### src/io_mux_pkg.sv
/*
 * constants, register map and carriers for the camera pin mux
 * assumes a 10 MHz mclk and a 32-bit AXI4-Lite register bus
 */
`default_nettype none
package io_mux_pkg;

    // ------------------------------------------------------------
    // timing
    // ------------------------------------------------------------
    localparam int CLK_NS    = 100;
    localparam int PULSE_NS  = 2000;               // marker pulse length
    localparam int PULSE_CYC = PULSE_NS / CLK_NS;  // rounds down
    localparam int US_NS     = 1000;
    localparam int US_CYC    = US_NS / CLK_NS;     // cycles per microsecond
    localparam int DELAY_W   = 24;                 // 0 .. 16777215 us

    // ------------------------------------------------------------
    // register byte offsets
    // ------------------------------------------------------------
    localparam logic [7:0] OFF_IN_MAP  = 8'h00;
    localparam logic [7:0] OFF_OUT_MAP = 8'h04;
    localparam logic [7:0] OFF_CTRL    = 8'h08;
    localparam logic [7:0] OFF_DELAY   = 8'h0C;
    localparam logic [7:0] OFF_EXPTIME = 8'h10;
    localparam logic [7:0] OFF_STATUS  = 8'h14;

    // ------------------------------------------------------------
    // field layout
    // ------------------------------------------------------------
    localparam int N_IN      = 4;   // cc1, cc2, general a, general b
    localparam int N_OUT     = 3;   // general a, general b, spare link
    localparam int IN_FLD_W  = 4;   // per input nibble
    localparam int OUT_FLD_W = 8;   // per output byte
    localparam int CTRL_EXT_EXP = 0;
    localparam int CTRL_TSRC_LO = 1;

    // input functions
    localparam logic [2:0] IF_NONE  = 3'h0;
    localparam logic [2:0] IF_COMP  = 3'h1;
    localparam logic [2:0] IF_EXT   = 3'h2;
    localparam logic [2:0] IF_EXPO  = 3'h3;
    localparam logic [2:0] IF_LSYNC = 3'h4;
    localparam logic [2:0] IF_FSYNC = 3'h5;

    // output sources, 0 is none
    localparam int N_SRC = 13;
    localparam logic [3:0] OS_STROBE1 = 4'hC;

    // trigger source select
    localparam logic [1:0] TS_EXT  = 2'h0;
    localparam logic [1:0] TS_COMP = 2'h1;
    localparam logic [1:0] TS_PGEN = 2'h2;

    // boot mapping
    localparam logic [31:0] IN_MAP_RST  = 32'h0000_0201;
    localparam logic [31:0] OUT_MAP_RST = 32'h0000_000C;
    localparam logic [31:0] CTRL_RST    = 32'h0000_0000;

    // ------------------------------------------------------------
    // carriers
    // ------------------------------------------------------------
    typedef struct packed {
        logic       active_low;
        logic [2:0] func;
    } in_cfg_s;

    typedef struct packed {
        logic [2:0] rsvd;
        logic       active_low;
        logic [3:0] src;
    } out_cfg_s;

endpackage : io_mux_pkg
`default_nettype wire

### src/camera_io_signal_mux.sv
/*
 * camera pin mux: maps four control inputs onto internal functions
 * and picks one of thirteen internal signals for each of three outputs
 * assumes pins are asynchronous to mclk, core signals are on mclk,
 * and the bus master holds its payload
 */
// Our own choices: the register addresses and the AXI4-Lite register port.
`timescale 1ns/1ps
`default_nettype none
module camera_io_signal_mux (
    // clock and reset
    input  wire logic        mclk,
    input  wire logic        rst_n,
    // axi4-lite slave
    input  wire logic [7:0]  s_axi_awaddr,
    input  wire logic        s_axi_awvalid,
    output logic             s_axi_awready,
    input  wire logic [31:0] s_axi_wdata,
    input  wire logic [3:0]  s_axi_wstrb,
    input  wire logic        s_axi_wvalid,
    output logic             s_axi_wready,
    output logic [1:0]       s_axi_bresp,
    output logic             s_axi_bvalid,
    input  wire logic        s_axi_bready,
    input  wire logic [7:0]  s_axi_araddr,
    input  wire logic        s_axi_arvalid,
    output logic             s_axi_arready,
    output logic [31:0]      s_axi_rdata,
    output logic [1:0]       s_axi_rresp,
    output logic             s_axi_rvalid,
    input  wire logic        s_axi_rready,
    // physical inputs
    input  wire logic        cc1,
    input  wire logic        cc2,
    input  wire logic        general_input_a,
    input  wire logic        general_input_b,
    // physical outputs
    output logic             general_output_a,
    output logic             general_output_b,
    output logic             spare_link_output,
    // core status
    input  wire logic        trigger_mode,
    input  wire logic        exposure_active,
    input  wire logic        line_tick,
    input  wire logic        frame_tick,
    input  wire logic        camera_ready,
    input  wire logic        pulse_gen,
    input  wire logic        strobe_one,
    input  wire logic        strobe_two,
    // functions fed to the core
    output logic             computer_trigger,
    output logic             external_trigger,
    output logic             ext_exposure,
    output logic             line_align,
    output logic             frame_align,
    output logic             exposure_delay_done
);

    // ------------------------------------------------------------
    // registers
    // ------------------------------------------------------------
    logic [31:0] in_map_q, out_map_q, ctrl_q;
    logic [io_mux_pkg::DELAY_W-1:0] delay_q, exptime_q;
    logic [31:0] status;

    // ------------------------------------------------------------
    // axi4-lite slave
    // ------------------------------------------------------------
    logic wr_go, rd_go;
    logic [31:0] rd_word;
    logic        rd_hit;

    assign wr_go         = s_axi_awvalid & s_axi_wvalid & ~s_axi_bvalid;
    assign s_axi_awready = wr_go;
    assign s_axi_wready  = wr_go;
    assign rd_go         = s_axi_arvalid & ~s_axi_rvalid;
    assign s_axi_arready = rd_go;

    // byte lane merge
    function automatic logic [31:0] merge(input logic [31:0] old, input logic [31:0] nw,
                                          input logic [3:0] be);
        logic [31:0] r;
        r = old;
        for (int i = 0; i < 4; i++) begin
            if (be[i]) begin
                r[8*i +: 8] = nw[8*i +: 8];
            end
        end
        return r;
    endfunction : merge

    // register writes
    always_ff @(posedge mclk or negedge rst_n) begin
        if (!rst_n) begin
            in_map_q  <= io_mux_pkg::IN_MAP_RST;
            out_map_q <= io_mux_pkg::OUT_MAP_RST;
            ctrl_q    <= io_mux_pkg::CTRL_RST;
            delay_q   <= '0;
            exptime_q <= '0;
        end else if (wr_go) begin
            unique case (s_axi_awaddr)
                io_mux_pkg::OFF_IN_MAP:  in_map_q  <= merge(in_map_q, s_axi_wdata, s_axi_wstrb);
                io_mux_pkg::OFF_OUT_MAP: out_map_q <= merge(out_map_q, s_axi_wdata, s_axi_wstrb);
                io_mux_pkg::OFF_CTRL:    ctrl_q    <= merge(ctrl_q, s_axi_wdata, s_axi_wstrb);
                io_mux_pkg::OFF_DELAY:   delay_q   <= 24'(merge({8'h00, delay_q}, s_axi_wdata,
                                                            s_axi_wstrb));
                io_mux_pkg::OFF_EXPTIME: exptime_q <= 24'(merge({8'h00, exptime_q}, s_axi_wdata,
                                                            s_axi_wstrb));
                default: ;
            endcase
        end
    end

    // write response
    always_ff @(posedge mclk or negedge rst_n) begin
        if (!rst_n) begin
            s_axi_bvalid <= 1'b0;
            s_axi_bresp  <= 2'h0;
        end else if (wr_go) begin
            s_axi_bvalid <= 1'b1;
            s_axi_bresp  <= (s_axi_awaddr <= io_mux_pkg::OFF_EXPTIME &&
                             s_axi_awaddr[1:0] == 2'h0) ? 2'h0 : 2'h2;
        end else if (s_axi_bready) begin
            s_axi_bvalid <= 1'b0;
        end
    end

    // read decode
    always_comb begin
        rd_hit  = 1'b1;
        rd_word = 32'h0000_0000;
        unique case (s_axi_araddr)
            io_mux_pkg::OFF_IN_MAP:  rd_word = in_map_q;
            io_mux_pkg::OFF_OUT_MAP: rd_word = out_map_q;
            io_mux_pkg::OFF_CTRL:    rd_word = ctrl_q;
            io_mux_pkg::OFF_DELAY:   rd_word = {8'h00, delay_q};
            io_mux_pkg::OFF_EXPTIME: rd_word = {8'h00, exptime_q};
            io_mux_pkg::OFF_STATUS:  rd_word = status;
            default:                 rd_hit  = 1'b0;
        endcase
    end

    // read data channel
    always_ff @(posedge mclk or negedge rst_n) begin
        if (!rst_n) begin
            s_axi_rvalid <= 1'b0;
            s_axi_rdata  <= 32'h0000_0000;
            s_axi_rresp  <= 2'h0;
        end else if (rd_go) begin
            s_axi_rvalid <= 1'b1;
            s_axi_rdata  <= rd_word;
            s_axi_rresp  <= rd_hit ? 2'h0 : 2'h2;
        end else if (s_axi_rready) begin
            s_axi_rvalid <= 1'b0;
        end
    end

    // ------------------------------------------------------------
    // input side
    // ------------------------------------------------------------
    logic [3:0] pin_meta_q, pin_sync_q, lvl, lvl_prev_q;
    io_mux_pkg::in_cfg_s [3:0] icfg;
    logic [3:0] is_comp, is_ext, is_expo, is_ls, is_fs;

    assign icfg = in_map_q[15:0];

    // two-flop synchroniser on the pins
    always_ff @(posedge mclk or negedge rst_n) begin
        if (!rst_n) begin
            pin_meta_q <= 4'h0;
            pin_sync_q <= 4'h0;
        end else begin
            pin_meta_q <= {general_input_b, general_input_a, cc2, cc1};
            pin_sync_q <= pin_meta_q;
        end
    end

    // polarity first, then function decode
    for (genvar i = 0; i < io_mux_pkg::N_IN; i++) begin : g_in
        assign lvl[i]     = pin_sync_q[i] ^ icfg[i].active_low;
        assign is_comp[i] = icfg[i].func == io_mux_pkg::IF_COMP;
        assign is_ext[i]  = icfg[i].func == io_mux_pkg::IF_EXT;
        assign is_expo[i] = icfg[i].func == io_mux_pkg::IF_EXPO;
        assign is_ls[i]   = icfg[i].func == io_mux_pkg::IF_LSYNC;
        assign is_fs[i]   = icfg[i].func == io_mux_pkg::IF_FSYNC;
    end

    // previous levels
    always_ff @(posedge mclk or negedge rst_n) begin
        if (!rst_n) begin
            lvl_prev_q <= 4'h0;
        end else begin
            lvl_prev_q <= lvl;
        end
    end

    logic [3:0] rise;
    assign rise = lvl & ~lvl_prev_q;

    // input functions
    assign computer_trigger = |(lvl[1:0] & is_comp[1:0]);
    assign external_trigger = |(lvl[3:2] & is_ext[3:2]);
    assign ext_exposure     = |(lvl & is_expo) & ctrl_q[io_mux_pkg::CTRL_EXT_EXP];
    assign line_align       = |(rise & is_ls);
    assign frame_align      = |(rise & is_fs);

    // ------------------------------------------------------------
    // trigger source and microsecond tick
    // ------------------------------------------------------------
    logic       trig;
    logic [1:0] tsrc;
    logic [3:0] us_cnt_q;
    logic       us_tick;

    assign tsrc = ctrl_q[io_mux_pkg::CTRL_TSRC_LO +: 2];
    always_comb begin
        unique case (tsrc)
            io_mux_pkg::TS_EXT:  trig = external_trigger;
            io_mux_pkg::TS_COMP: trig = computer_trigger;
            io_mux_pkg::TS_PGEN: trig = pulse_gen;
            default:             trig = 1'b0;
        endcase
    end

    assign us_tick = us_cnt_q == 4'(io_mux_pkg::US_CYC - 1);
    always_ff @(posedge mclk or negedge rst_n) begin
        if (!rst_n) begin
            us_cnt_q <= 4'h0;
        end else begin
            us_cnt_q <= us_tick ? 4'h0 : us_cnt_q + 4'h1;
        end
    end

    // ------------------------------------------------------------
    // delayed trigger: wait, then replay the measured width
    // ------------------------------------------------------------
    typedef enum logic [1:0] {DT_IDLE, DT_WAIT, DT_PLAY} dt_state_e;
    dt_state_e dt_q;
    logic      trig_prev_q, measuring_q;
    logic [io_mux_pkg::DELAY_W-1:0] dly_cnt_q;
    logic [31:0] width_q;

    always_ff @(posedge mclk or negedge rst_n) begin
        if (!rst_n) begin
            dt_q        <= DT_IDLE;
            trig_prev_q <= 1'b0;
            measuring_q <= 1'b0;
            dly_cnt_q   <= '0;
            width_q     <= 32'h0000_0000;
        end else begin
            trig_prev_q <= trig;
            if (!trig) begin
                measuring_q <= 1'b0;
            end
            unique case (dt_q)
                DT_IDLE: begin
                    if (trig && !trig_prev_q) begin
                        dt_q        <= DT_WAIT;
                        dly_cnt_q   <= delay_q;
                        measuring_q <= 1'b1;
                        width_q     <= 32'h0000_0001;
                    end
                end
                DT_WAIT: begin
                    if (measuring_q && trig) begin
                        width_q <= width_q + 32'h1;
                    end
                    if (dly_cnt_q == '0) begin
                        dt_q <= DT_PLAY;
                    end else if (us_tick) begin
                        dly_cnt_q <= dly_cnt_q - 24'h1;
                    end
                end
                DT_PLAY: begin
                    if (!(measuring_q && trig)) begin
                        width_q <= width_q - 32'h1;
                        if (width_q == 32'h1) begin
                            dt_q <= DT_IDLE;
                        end
                    end
                end
            endcase
        end
    end

    assign exposure_delay_done = dt_q == DT_PLAY;

    // ------------------------------------------------------------
    // exposure events and 2 us markers
    // ------------------------------------------------------------
    logic exp_prev_q, mid_done_q;
    logic [io_mux_pkg::DELAY_W-1:0] exp_us_q;
    logic [4:0] mark_evt, mark_q;
    logic [4:0][4:0] mark_cnt_q;

    // elapsed exposure for midpoint
    always_ff @(posedge mclk or negedge rst_n) begin
        if (!rst_n) begin
            exp_prev_q <= 1'b0;
            exp_us_q   <= '0;
            mid_done_q <= 1'b0;
        end else begin
            exp_prev_q <= exposure_active;
            if (exposure_active && !exp_prev_q) begin
                exp_us_q   <= '0;
                mid_done_q <= 1'b0;
            end else if (exposure_active && us_tick) begin
                exp_us_q <= exp_us_q + 24'h1;
            end
            if (mark_evt[2]) begin
                mid_done_q <= 1'b1;
            end
        end
    end

    assign mark_evt[0] = trigger_mode & exposure_active & ~exp_prev_q;
    assign mark_evt[1] = trigger_mode & ~exposure_active & exp_prev_q;
    assign mark_evt[2] = trigger_mode & exposure_active & exp_prev_q & ~mid_done_q
                         & (exp_us_q >= (exptime_q >> 1));
    assign mark_evt[3] = line_tick;
    assign mark_evt[4] = frame_tick;

    // one stretcher per marker
    for (genvar m = 0; m < 5; m++) begin : g_mark
        always_ff @(posedge mclk or negedge rst_n) begin
            if (!rst_n) begin
                mark_cnt_q[m] <= 5'h00;
            end else if (mark_evt[m]) begin
                mark_cnt_q[m] <= 5'(io_mux_pkg::PULSE_CYC);
            end else if (mark_cnt_q[m] != 5'h00) begin
                mark_cnt_q[m] <= mark_cnt_q[m] - 5'h01;
            end
        end
        assign mark_q[m] = mark_cnt_q[m] != 5'h00;
    end

    // frame parity: first frame after reset is odd
    logic odd_q;
    always_ff @(posedge mclk or negedge rst_n) begin
        if (!rst_n) begin
            odd_q <= 1'b0;
        end else if (frame_tick) begin
            odd_q <= ~odd_q;
        end
    end

    // ------------------------------------------------------------
    // output side
    // ------------------------------------------------------------
    logic [15:0] src_vec;
    logic [2:0]  opin_q;
    io_mux_pkg::out_cfg_s [2:0] ocfg;

    assign ocfg = out_map_q[23:0];
    assign src_vec = {2'b00,
                      strobe_two,
                      strobe_one,
                      pulse_gen,
                      camera_ready,
                      exposure_delay_done,
                      trig,
                      ~odd_q,
                      mark_q[4], mark_q[3],
                      trigger_mode & exposure_active,
                      mark_q[2], mark_q[1], mark_q[0],
                      1'b0};

    // select then polarity
    for (genvar o = 0; o < io_mux_pkg::N_OUT; o++) begin : g_out
        always_ff @(posedge mclk or negedge rst_n) begin
            if (!rst_n) begin
                opin_q[o] <= 1'b0;
            end else begin
                opin_q[o] <= src_vec[ocfg[o].src] ^ ocfg[o].active_low;
            end
        end
    end

    assign general_output_a  = opin_q[0];
    assign general_output_b  = opin_q[1];
    assign spare_link_output = opin_q[2];

    // status word
    assign status = {23'h000000, dt_q != DT_IDLE, odd_q, opin_q, pin_sync_q};

endmodule : camera_io_signal_mux
`default_nettype wire

### config.mk
export PLATFORM = sky130hd
export DESIGN_NAME = camera_io_signal_mux
export DESIGN_NICKNAME = d
export VERILOG_FILES = /design/src/io_mux_pkg.sv /design/src/camera_io_signal_mux.sv
export SDC_FILE = /design/constraint.sdc
export NUM_CORES = 1
export LEC_CHECK = 0
export BUFFER_PORTS_ARGS = -buffer_cell sky130_fd_sc_hd__buf_2
export CAP_MARGIN = 20
export CORE_ASPECT_RATIO = 0.5
export CORE_UTILIZATION = 45
export DETAILED_ROUTE_END_ITERATION = 6
export HOLD_SLACK_MARGIN = 0.02
export PLACE_DENSITY_LB_ADDON = 0.15
export SLEW_MARGIN = 40
export SYNTH_ARGS = -nofsm -noshare
export SYNTH_HDL_FRONTEND = slang
export SYNTH_SLANG_ARGS = --single-unit
### constraint.sdc
create_clock -name mclk -period 3.8 [get_ports mclk]
set_clock_uncertainty 0.2 [all_clocks]
set_input_delay 0.76 -clock mclk [delete_from_list [all_inputs] [get_ports mclk]]
set_output_delay 0.76 -clock mclk [all_outputs]
set_load 0.1 [all_outputs]
==> impl_metrics.csv, run 1 <==
group,metric,value,unit
finish,final_nets,1867,
job,cap_viol_max_count,0,
global_routing,grt_max_degree,67,
sta,hold_viol,0,
floorplan,start_util,0.461,
sta,hold_ws,70.0,ps
sta,max_freq,298,MHz
synth,synth_seq_cells,311,
sta,fin_tns_setup,0,ps
synth,ys_async_sr_fraction,1.00,
finish,fin_area,0.0191,sq mm
setup_path,worst_path_max_delay_cell,"buf_2",
clock_network,clockBufferDepth,3,
worst_hold_path,hold_start,"cc2",
setup_path,r2r_cells,8,
global_routing,grt_pass1_vias,13400,
detailed_routing,drt_first_pass_iters,5,
floorplan,io_pins,121,
detailed_routing,drt_wl_total,48.3,mm
outcome,status,"finished clean",
detailed_routing,post_drt_wl_per_cell,21.4,microns
synth,synth-xor-area-share,0.0230,
sta,period_minus_slack,3360,ps
power,power.density,396,mW/mm^2
synth,synth_top_area_frac,0.459,
finish,fin_util,0.526,
synth,synth_compound_area_frac,0.151,
power,leakage,8.68,nW
finish,syn_to_final_growth,14.0,%
detailed_routing,drc,0,
synth,ys_seq_area_frac,0.465,
synth,syn-instance-count,1643,
sta,relSlewSlack,0.476,
floorplan,fp.coreArea,0.0363,sq mm
clock_network,htreeDepth,1,
synth,synth_cell_types,76,
sta,setup_viol,0,
clock_network,cts_resized,0,
setup_path,crit_chain,"xnor2_1 -> nor3_1 -> a21oi_1 -> a31oi_1 -> buf_2",
placed_design,routabilityCongestion,0.900,
sta,tightest_slew,779,ps
setup_path,rr_startpoint,"dly_cnt_q[8]",
worst_hold_path,hold_depth,1,
setup_path,arrival,2400,ps
finish,drive_gt1_frac,0.231,
detailed_routing,postRouteAntennaNets,0,
setup_path,critPathLaunchType,"flip-flop",
setup_path,required,2840,ps
synth,yosysWarningCount,0,
clock_network,tritoncts,"done",
worst_hold_path,hp-class,"primary input to flip-flop",
detailed_routing,dr.first_iter.drc_count,1227,
synth,yosys.area.top_type,"dfrtp_1",
global_routing,grt_pass1_wl,76.1,mm
floorplan,die_w,275,microns
synth,syn_area,0.0167,sq mm
sta,rsz0062_at_grt,"no",
floorplan,num_rows,49,
clock_network,cts.sinks,311,
clock_network,path_clk_slew,60,ps
finish,fillers,3249,
synth,synth_ff_type,"dfrtp_1",
synth,synth_simple_gate_area_frac,0.151,
sta,period_share,0.883,
clock_network,clk_latency,600,ps
synth,synth_top_family_by_area,"simple AND/OR/NAND/NOR gates",
placed_design,dpl_cell_area,0.0180,sq mm
placed_design,io_buffers,118,
clock_network,numCtsBuffers,30,
setup_path,cp-end-kind,"output pin",
placed_design,hpwl,34.7,mm
sta,slew_viol_final,0,
synth,synth_enable_flop_cells,0,
detailed_routing,via_per_inst,6.08,
synth,synthTopCellsByArea,"dfrtp_1 (46%), mux2_2 (12%), nand2_1 (3.1%)",
power,vdd.ir_drop.worst,0.299,mV
synth,avgSynthCellArea,10.2,sq um
clock_network,clockRootBuffer,"clkbuf_16",
detailed_routing,num_vias,13800,
global_routing,overflow,0,
setup_path,startpoint,"in_map_q[15]",
setup_path,critPathKind,"flip-flop to output pin",
synth,yosys-mux-area-fraction,0.143,
setup_path,cp_slowest_stage_delay,450,ps
setup_path,path_max_fanout,3,
global_routing,antenna_found_initial,1,
synth,synth_fa_ha_area_frac,0.0306,
global_routing,grt_usage,0.255,
floorplan,dieArea,0.0380,sq mm
floorplan,chipHeight,138,microns
per-stage QoR:
step	cells	worst slack, ps	total power, W
2_1_floorplan	1644	324	0.00409
3_3_place_gp	2205	693	0.00435
3_5_place_dp	2206	601	0.00440
4_1_cts	2262	436	0.00762
5_1_grt	2263	318	0.00787
6_report	2263	443	0.00755
flip-flops by register name (all words and copies together) (netlist names), 24 cells and up:
name and flops:
exptime_q 24, in_map_q 32, dly_cnt_q 24, out_map_q 32, width_q 32, exp_us_q 24, s_axi_rdata 32, delay_q 24
ctrl_q 32, mark_cnt_q 25
worst max-delay path, delay by kind of cell (launching register included):
kind,cells,cell delay (ps)
AND/OR/NAND/NOR,1,410
flip-flops,1,420
buffers and inverters,1,450
XOR/XNOR,1,180
AO/OA/AOI/OAI,2,330
area by class of cell:
class,count,area (sq um),area share
clock buffer,42,876,0.0459
tap,484,606,0.0317
clock inverter,13,174,0.00911
timing repair buffer,164,1020,0.0533
antenna,1,2.50,0.000131
sequential,311,7790,0.408
inverter,70,263,0.0138
multi-input combinational,1178,8370,0.438
power breakdown:
part / switching, W / internal [W]
Combinational: 0.000481 / 0.000293
Sequential: 0.000123 / 0.00345
Clock: 0.00139 / 0.00182
path summary, 6_finish.rpt:
path	to	slack [ps]
worst max-delay path	ext_exposure	440
worst min-delay path	pin_meta_q[1]	70
worst max register to register	dly_cnt_q[21]	560
worst min register to register	pin_sync_q[0]	150
max in group asynchronous	mark_cnt_q[19]	1900
min in group asynchronous	s_axi_bresp[1]	490
per-layer routing:
metal  global-route usage  vias to the layer above  share of wire
li1                     -                     6287              -
met1                0.368                     6957           0.46
met2                0.396                      440           0.45
met3               0.0351                       85          0.052
met4               0.0794                        0          0.030
met5                    0                        -              0
cells by family (layout without fill, tap and decap cells):
logic type | Yosys count | count (layout)
AND/OR/NAND/NOR | 505 | 505
AO/OA/AOI/OAI | 374 | 374
flip-flops | 311 | 311
multiplexers | 212 | 212
buffers and inverters | 155 | 289
XOR/XNOR | 44 | 44
adder cells (fa/ha/maj) | 41 | 41
other | 1 | 3
cell usage in the layout, fill, tap and decap left out, types with 27 or more instances in the layout:
cell	instances
buf_2	117
nand3_1	50
clkbuf_16	30
buf_4	40
a22o_1	27
nor3_1	35
mux2_2	171
nand4_1	30
inv_1	70
a21oi_1	75
nand2_1	138
ha_1	40
nor2_1	111
mux2i_1	37
o21ai_0	76
dfrtp_1	307
a22oi_1	41
Yosys cell counts (all sizes together), types with 12 or more instances:
master	number
mux2	171
nand2	138
o31ai	16
nor3	35
nand3	50
xnor2	19
a22oi	41
a31oi	12
inv	70
o21ai	80
clkbuf	61
mux2i	37
buf	24
nor2b	12
ha	41
nor4	26
o22ai	21
or3	22
nand4	30
dfrtp	307
xor2	25
a22o	27
a21oi	76
nor2	111
or4	18
timing repair:
action | in CTS | in global routing
buffers inserted | 0 | 0
setup endpoints to repair | 0 | 0
hold buffers | 1 | 0
endpoints found under the hold margin | 38 | 0
Note: power is estimated with default switching activity, not from simulation.
==> run 2, diff against run 1 <==
Settings changed: PLACE_DENSITY_LB_ADDON 0.15 to unset.
==> run 2 against run 1 <==
  * Sequential share of layout area decreased by 0.16 points
  * Combinational power decreased by 2%
  * Register-to-register slack got worse by 70 ps
  * Routed wire length decreased by 0.53%
  * Hold slack got worse by 8.5 ps
  * Core utilization increased by 0.21 points
  * Critical path type unchanged
  * Critical endpoint unchanged
  * Largest cell class unchanged
==> impl_metrics.csv, run 2 (synthesized netlist as in run 1, its figures left out) <==
group,metric,value,unit
sta,relSlewSlack,0.448,
setup_path,cp-end-kind,"output pin",
floorplan,die_w,275,microns
clock_network,cts.sinks,311,
clock_network,numCtsBuffers,30,
sta,hold_ws,61.5,ps
worst_hold_path,hp-class,"primary input to flip-flop",
global_routing,antenna_found_initial,3,
setup_path,required,2840,ps
finish,mostFrequentLayoutCells,"dfrtp_1 (307), mux2_2 (171), nand2_1 (138)",
placed_design,io_buffers,118,
sta,period_minus_slack,3610,ps
global_routing,grt_pass1_vias,13500,
setup_path,crit_chain,"xnor2_1 -> nor3_1 -> a21oi_1 -> a31oi_1 -> buf_2",
clock_network,clockRootBuffer,"clkbuf_16",
sta,rsz0062_at_grt,"no",
setup_path,critPathKind,"flip-flop to output pin",
sta,setup_viol,0,
detailed_routing,drc,0,
power,leakage,8.70,nW
placed_design,placed_cells,2206,
placed_design,pre_cts_ws,525,ps
floorplan,num_rows,49,
sta,tightest_slew,829,ps
sta,fin_tns_setup,0,ps
floorplan,io_pins,121,
finish,final_common_cell,"dfrtp_1",
clock_network,cts_resized,0,
finish,syn_to_final_growth,14.5,%
finish,final_nets,1867,
clock_network,clk_latency,600,ps
global_routing,grt_max_degree,84,
global_routing,grt_usage,0.255,
floorplan,chipHeight,138,microns
detailed_routing,dr.first_iter.drc_count,1311,
detailed_routing,post_drt_wl_per_cell,21.2,microns
global_routing,grt_pass1_wl,76.6,mm
setup_path,path_max_fanout,3,
clock_network,tritoncts,"done",
sta,period_share,0.949,
finish,drive_gt1_frac,0.232,
floorplan,start_util,0.461,
detailed_routing,num_vias,13800,
clock_network,cts_hold_buf,1,
detailed_routing,drt_wl_total,48.1,mm
detailed_routing,via_per_inst,6.09,
detailed_routing,postRouteAntennaNets,0,
floorplan,dieArea,0.0380,sq mm
finish,fillers,3255,
sta,max_freq,277,MHz
setup_path,arrival,2650,ps
detailed_routing,drt_first_pass_iters,5,
clock_network,clockBufferDepth,3,
finish,fin_util,0.528,
outcome,status,"finished clean",
clock_network,path_clk_slew,70,ps
setup_path,cp_slowest_stage_delay,540,ps
placed_design,routabilityCongestion,0.882,
setup_path,critPathLaunchType,"flip-flop",
floorplan,fp.coreArea,0.0363,sq mm
clock_network,postCtsSetupRepairBufs,0,
power,power.density,404,mW/mm^2
setup_path,worst_path_max_delay_cell,"nor3_1",
job,cap_viol_max_count,0,
clock_network,htreeDepth,1,
sta,slew_viol_final,0,
finish,final_cells,2267,
sta,setup_ws,192,ps
power,vdd.ir_drop.worst,0.369,mV
setup_path,worst-path-buf-inv,1,
sta,hold_viol,0,
setup_path,cpLargestDelayFamily,"simple AND/OR/NAND/NOR gates",
global_routing,overflow,0,
placed_design,hpwl,34.1,mm
[run 2: changes by cell type in the layout (fill, tap and decap cells not counted), sizes merged]
cell      delta
diode        +3
bufinv       +3
clkinv       -1
inv          -1
clkbuf       -1
clkinvlp     +1
[run 2: worst paths after layout]
path | slack [ps] | start | depth (start not counted) | to
max reg2reg | 490 | dly_cnt_q[8] | 8 | dly_cnt_q[21]
max in group asynchronous | 1970 | rst_n | 3 | mark_cnt_q[4]
min in group asynchronous | 580 | rst_n | 2 | width_q[12]
min | 60 | general_input_a | 1 | pin_meta_q[2]
min reg2reg | 150 | pin_meta_q[1] | 0 | pin_sync_q[1]
max | 190 | pin_sync_q[3] | 5 | ext_exposure
[run 2: final cells by class]
| class | instances | area [sq um] | share of cell area |
|---|---|---|---|
| inverters | 70 | 263 | 0.0137 |
| well taps | 484 | 606 | 0.0316 |
| repair buffers | 164 | 998 | 0.0521 |
| flip-flops and latches | 311 | 7790 | 0.406 |
| clock inverters | 15 | 258 | 0.0134 |
| multi-input cells | 1178 | 8380 | 0.437 |
| clock buffers | 41 | 872 | 0.0455 |
| diodes | 4 | 10.0 | 0.000522 |
[run 2: routing by layer]
metal | vias up | GRT usage | part of all wire | wire length, microns
met5 | - | 0 | 0 | 0
met4 | 0 | 0.0680 | 0.024 | 1170
met3 | 89 | 0.0415 | 0.058 | 2770
met2 | 433 | 0.398 | 0.46 | 22100
met1 | 6969 | 0.368 | 0.46 | 22000
li1 | 6320 | - | - | -
[run 2: power by group]
part           leakage [nW]  total (W)  internal (W)  switching [W]
sequential             4.08    0.00357       0.00345       0.000127
combinational          4.08   0.000761      0.000292       0.000469
clock                 0.547    0.00342       0.00202        0.00140
total                  8.70    0.00775       0.00576        0.00199
[run 2: through the flow]
step	cell area, sq um	power, W
after floorplan	16700	0.00409
after global placement	18000	0.00436
after detailed placement	18000	0.00440
after CTS	19100	0.00782
after global routing	19200	0.00806
final	19200	0.00775
==> run 3, diff against run 2 <==
Settings changed: CORE_ASPECT_RATIO 0.5 to 1.1.
Clock period 3.8 ns to 4.4 ns, I/O delays scaled along.
==> run 3 against run 2 <==
  * Worst setup slack improved by 610 ps
  * Non-clock buffer count decreased by 14
  * Sequential cell count unchanged
  * Clock-buffer cell count increased by 14
  * Total power decreased by 13%
  * Hold slack improved by 88 ps
  * Core utilization decreased by 0.12 points
  * Clock power decreased by 11%
  * First-iteration DRC count decreased by 8.6%
  * Sequential share of layout area about the same
  * Critical path depth increased by 5
  * Register-to-register slack improved by 320 ps
  * Critical path type is now flip-flop to flip-flop
  * Critical endpoint is now dly_cnt_q[9]
  * Highest routed layer is now met5
==> impl_metrics.csv, run 3 (synthesized netlist as in run 1, its figures left out) <==
group,metric,value,unit
placed_design,routabilityCongestion,0.902,
clock_network,tritoncts,"done",
finish,final_cells,2261,
detailed_routing,post_drt_wl_per_cell,20.9,microns
global_routing,top_usage_layer,"met2",
setup_path,cp_slowest_stage_delay,600,ps
clock_network,clockBufferDepth,3,
clock_network,path_clk_slew,60,ps
finish,drive_gt1_frac,0.229,
sta,hold_ws,150,ps
sta,setup_viol,0,
job,cap_viol_max_count,0,
sta,period_minus_slack,3590,ps
floorplan,num_rows,73,
setup_path,critPathLaunchType,"flip-flop",
setup_path,worst_path_max_delay_cell,"or4b_1",
detailed_routing,drc,0,
floorplan,die_w,186,microns
setup_path,critPathKind,"flip-flop to flip-flop",
worst_hold_path,hold_depth,0,
global_routing,grt_pass1_vias,13200,
global_routing,met1_usage,0.337,
power,vdd.ir_drop.worst,0.285,mV
setup_path,arrival,3770,ps
placed_design,dpl_cell_area,0.0179,sq mm
power,leakage,8.69,nW
detailed_routing,postRouteAntennaNets,0,
floorplan,dieArea,0.0380,sq mm
setup_path,r2r_cells,10,
finish,syn_to_final_growth,14.4,%
sta,setup_ws,805,ps
sta,relSlewSlack,0.495,
sta,fin_tns_setup,0,ps
finish,fin_area,0.0192,sq mm
worst_hold_path,hp-class,"flip-flop to flip-flop",
detailed_routing,num_vias,13500,
global_routing,grt_pass1_wl,74.4,mm
finish,insertedDiodeCount,0,
setup_path,required,4580,ps
clock_network,cts_resized,0,
finish,final_nets,1860,
floorplan,chipHeight,204,microns
sta,slew_viol_final,0,
global_routing,grt_usage,0.255,
setup_path,cpLargestDelayFamily,"simple AND/OR/NAND/NOR gates",
sta,rsz0062_at_grt,"no",
sta,tightest_slew,751,ps
global_routing,grt_use_met3,0.0451,
finish,mostFrequentLayoutCells,"dfrtp_1 (307), mux2_2 (171), nand2_1 (138)",
setup_path,path_max_fanout,15,
clock_network,cts.sinks,311,
clock_network,numCtsBuffers,37,
detailed_routing,dr.first_iter.drc_count,1198,
placed_design,io_buffers,118,
setup_path,cp-end-kind,"flip-flop",
floorplan,start_util,0.461,
floorplan,fp.coreArea,0.0364,sq mm
sta,period_share,0.817,
setup_path,path_depth,10,
sta,max_freq,278,MHz
outcome,status,"finished clean",
finish,fillers,3357,
placed_design,pre_cts_ws,837,ps
finish,final_common_cell,"dfrtp_1",
detailed_routing,drt_wl_total,47.3,mm
setup_path,worst-path-buf-inv,2,
global_routing,antenna_found_initial,4,
placed_design,placed_cells,2194,
global_routing,grt_util_met2,0.414,
floorplan,io_pins,121,
global_routing,grt_max_degree,94,
clock_network,clockRootBuffer,"clkbuf_16",
global_routing,overflow,0,
setup_path,crit_chain,"inv_1 -> ha_1 -> nor3b_1 -> nand4_1 -> or4b_1 -> a31oi_2 -> or2_1 -> buf_4 -> o21a_1 -> o21ai_0",
clock_network,htreeDepth,2,
clock_network,clk_latency,530,ps
detailed_routing,via_per_inst,5.96,
placed_design,hpwl,33.5,mm
detailed_routing,drt_first_pass_iters,6,
power,power.density,354,mW/mm^2
sta,hold_viol,0,
## run 3: cell types whose count changed in the layout (fill, tap and decap cells not counted), sizes merged
cell,change
clkinv,+2
diode,-4
clkinvlp,-3
buf,-14
bufinv,-4
clkbuf,+14
## run 3: worst paths after layout
path | start | endpoint | slack, ps
worst min register to register | pin_meta_q[0] | pin_sync_q[0] | 150
worst max register to register | dly_cnt_q[0] | dly_cnt_q[9] | 810
max in group asynchronous | rst_n | exptime_q[20] | 2360
worst min-delay path | pin_meta_q[0] | pin_sync_q[0] | 150
worst max-delay path | dly_cnt_q[0] | dly_cnt_q[9] | 810
min in group asynchronous | rst_n | width_q[22] | 590
## run 3: cell type report
type,instances,area [sq um],share of cell area
clock buffer,55,1080,0.0566
clock inverter,10,111,0.00581
inverter,70,263,0.0137
multi-input combinational,1178,8390,0.438
sequential,311,7790,0.406
tap,487,609,0.0318
timing repair buffer,150,913,0.0477
## run 3: routing by layer
metal | part of all wire | wire, microns | up-vias
met5 | 0.00095 | 45 | -
met4 | 0.035 | 1670 | 8
met3 | 0.056 | 2660 | 103
met2 | 0.48 | 22500 | 392
met1 | 0.43 | 20400 | 6687
li1 | - | - | 6278
## run 3: stage by stage
stage,util,power [W]
6_report,0.527,0.00678
3_3_place_gp,0.492,0.00377
5_1_grt,0.527,0.00707
3_5_place_dp,0.493,0.00379
2_1_floorplan,-,0.00354
4_1_cts,0.525,0.00685
## run 3: what timing repair did
item,CTS,global route
hold endpoints to repair,0,21
hold buffers,0,1
setup buffers,0,0
setup endpoints to repair,0,0
## run 3: where the power goes
group	internal [W]	switching, W
combinational	0.000252	0.000409
clock	0.00182	0.00122
sequential	0.00298	0.000104
total	0.00505	0.00173
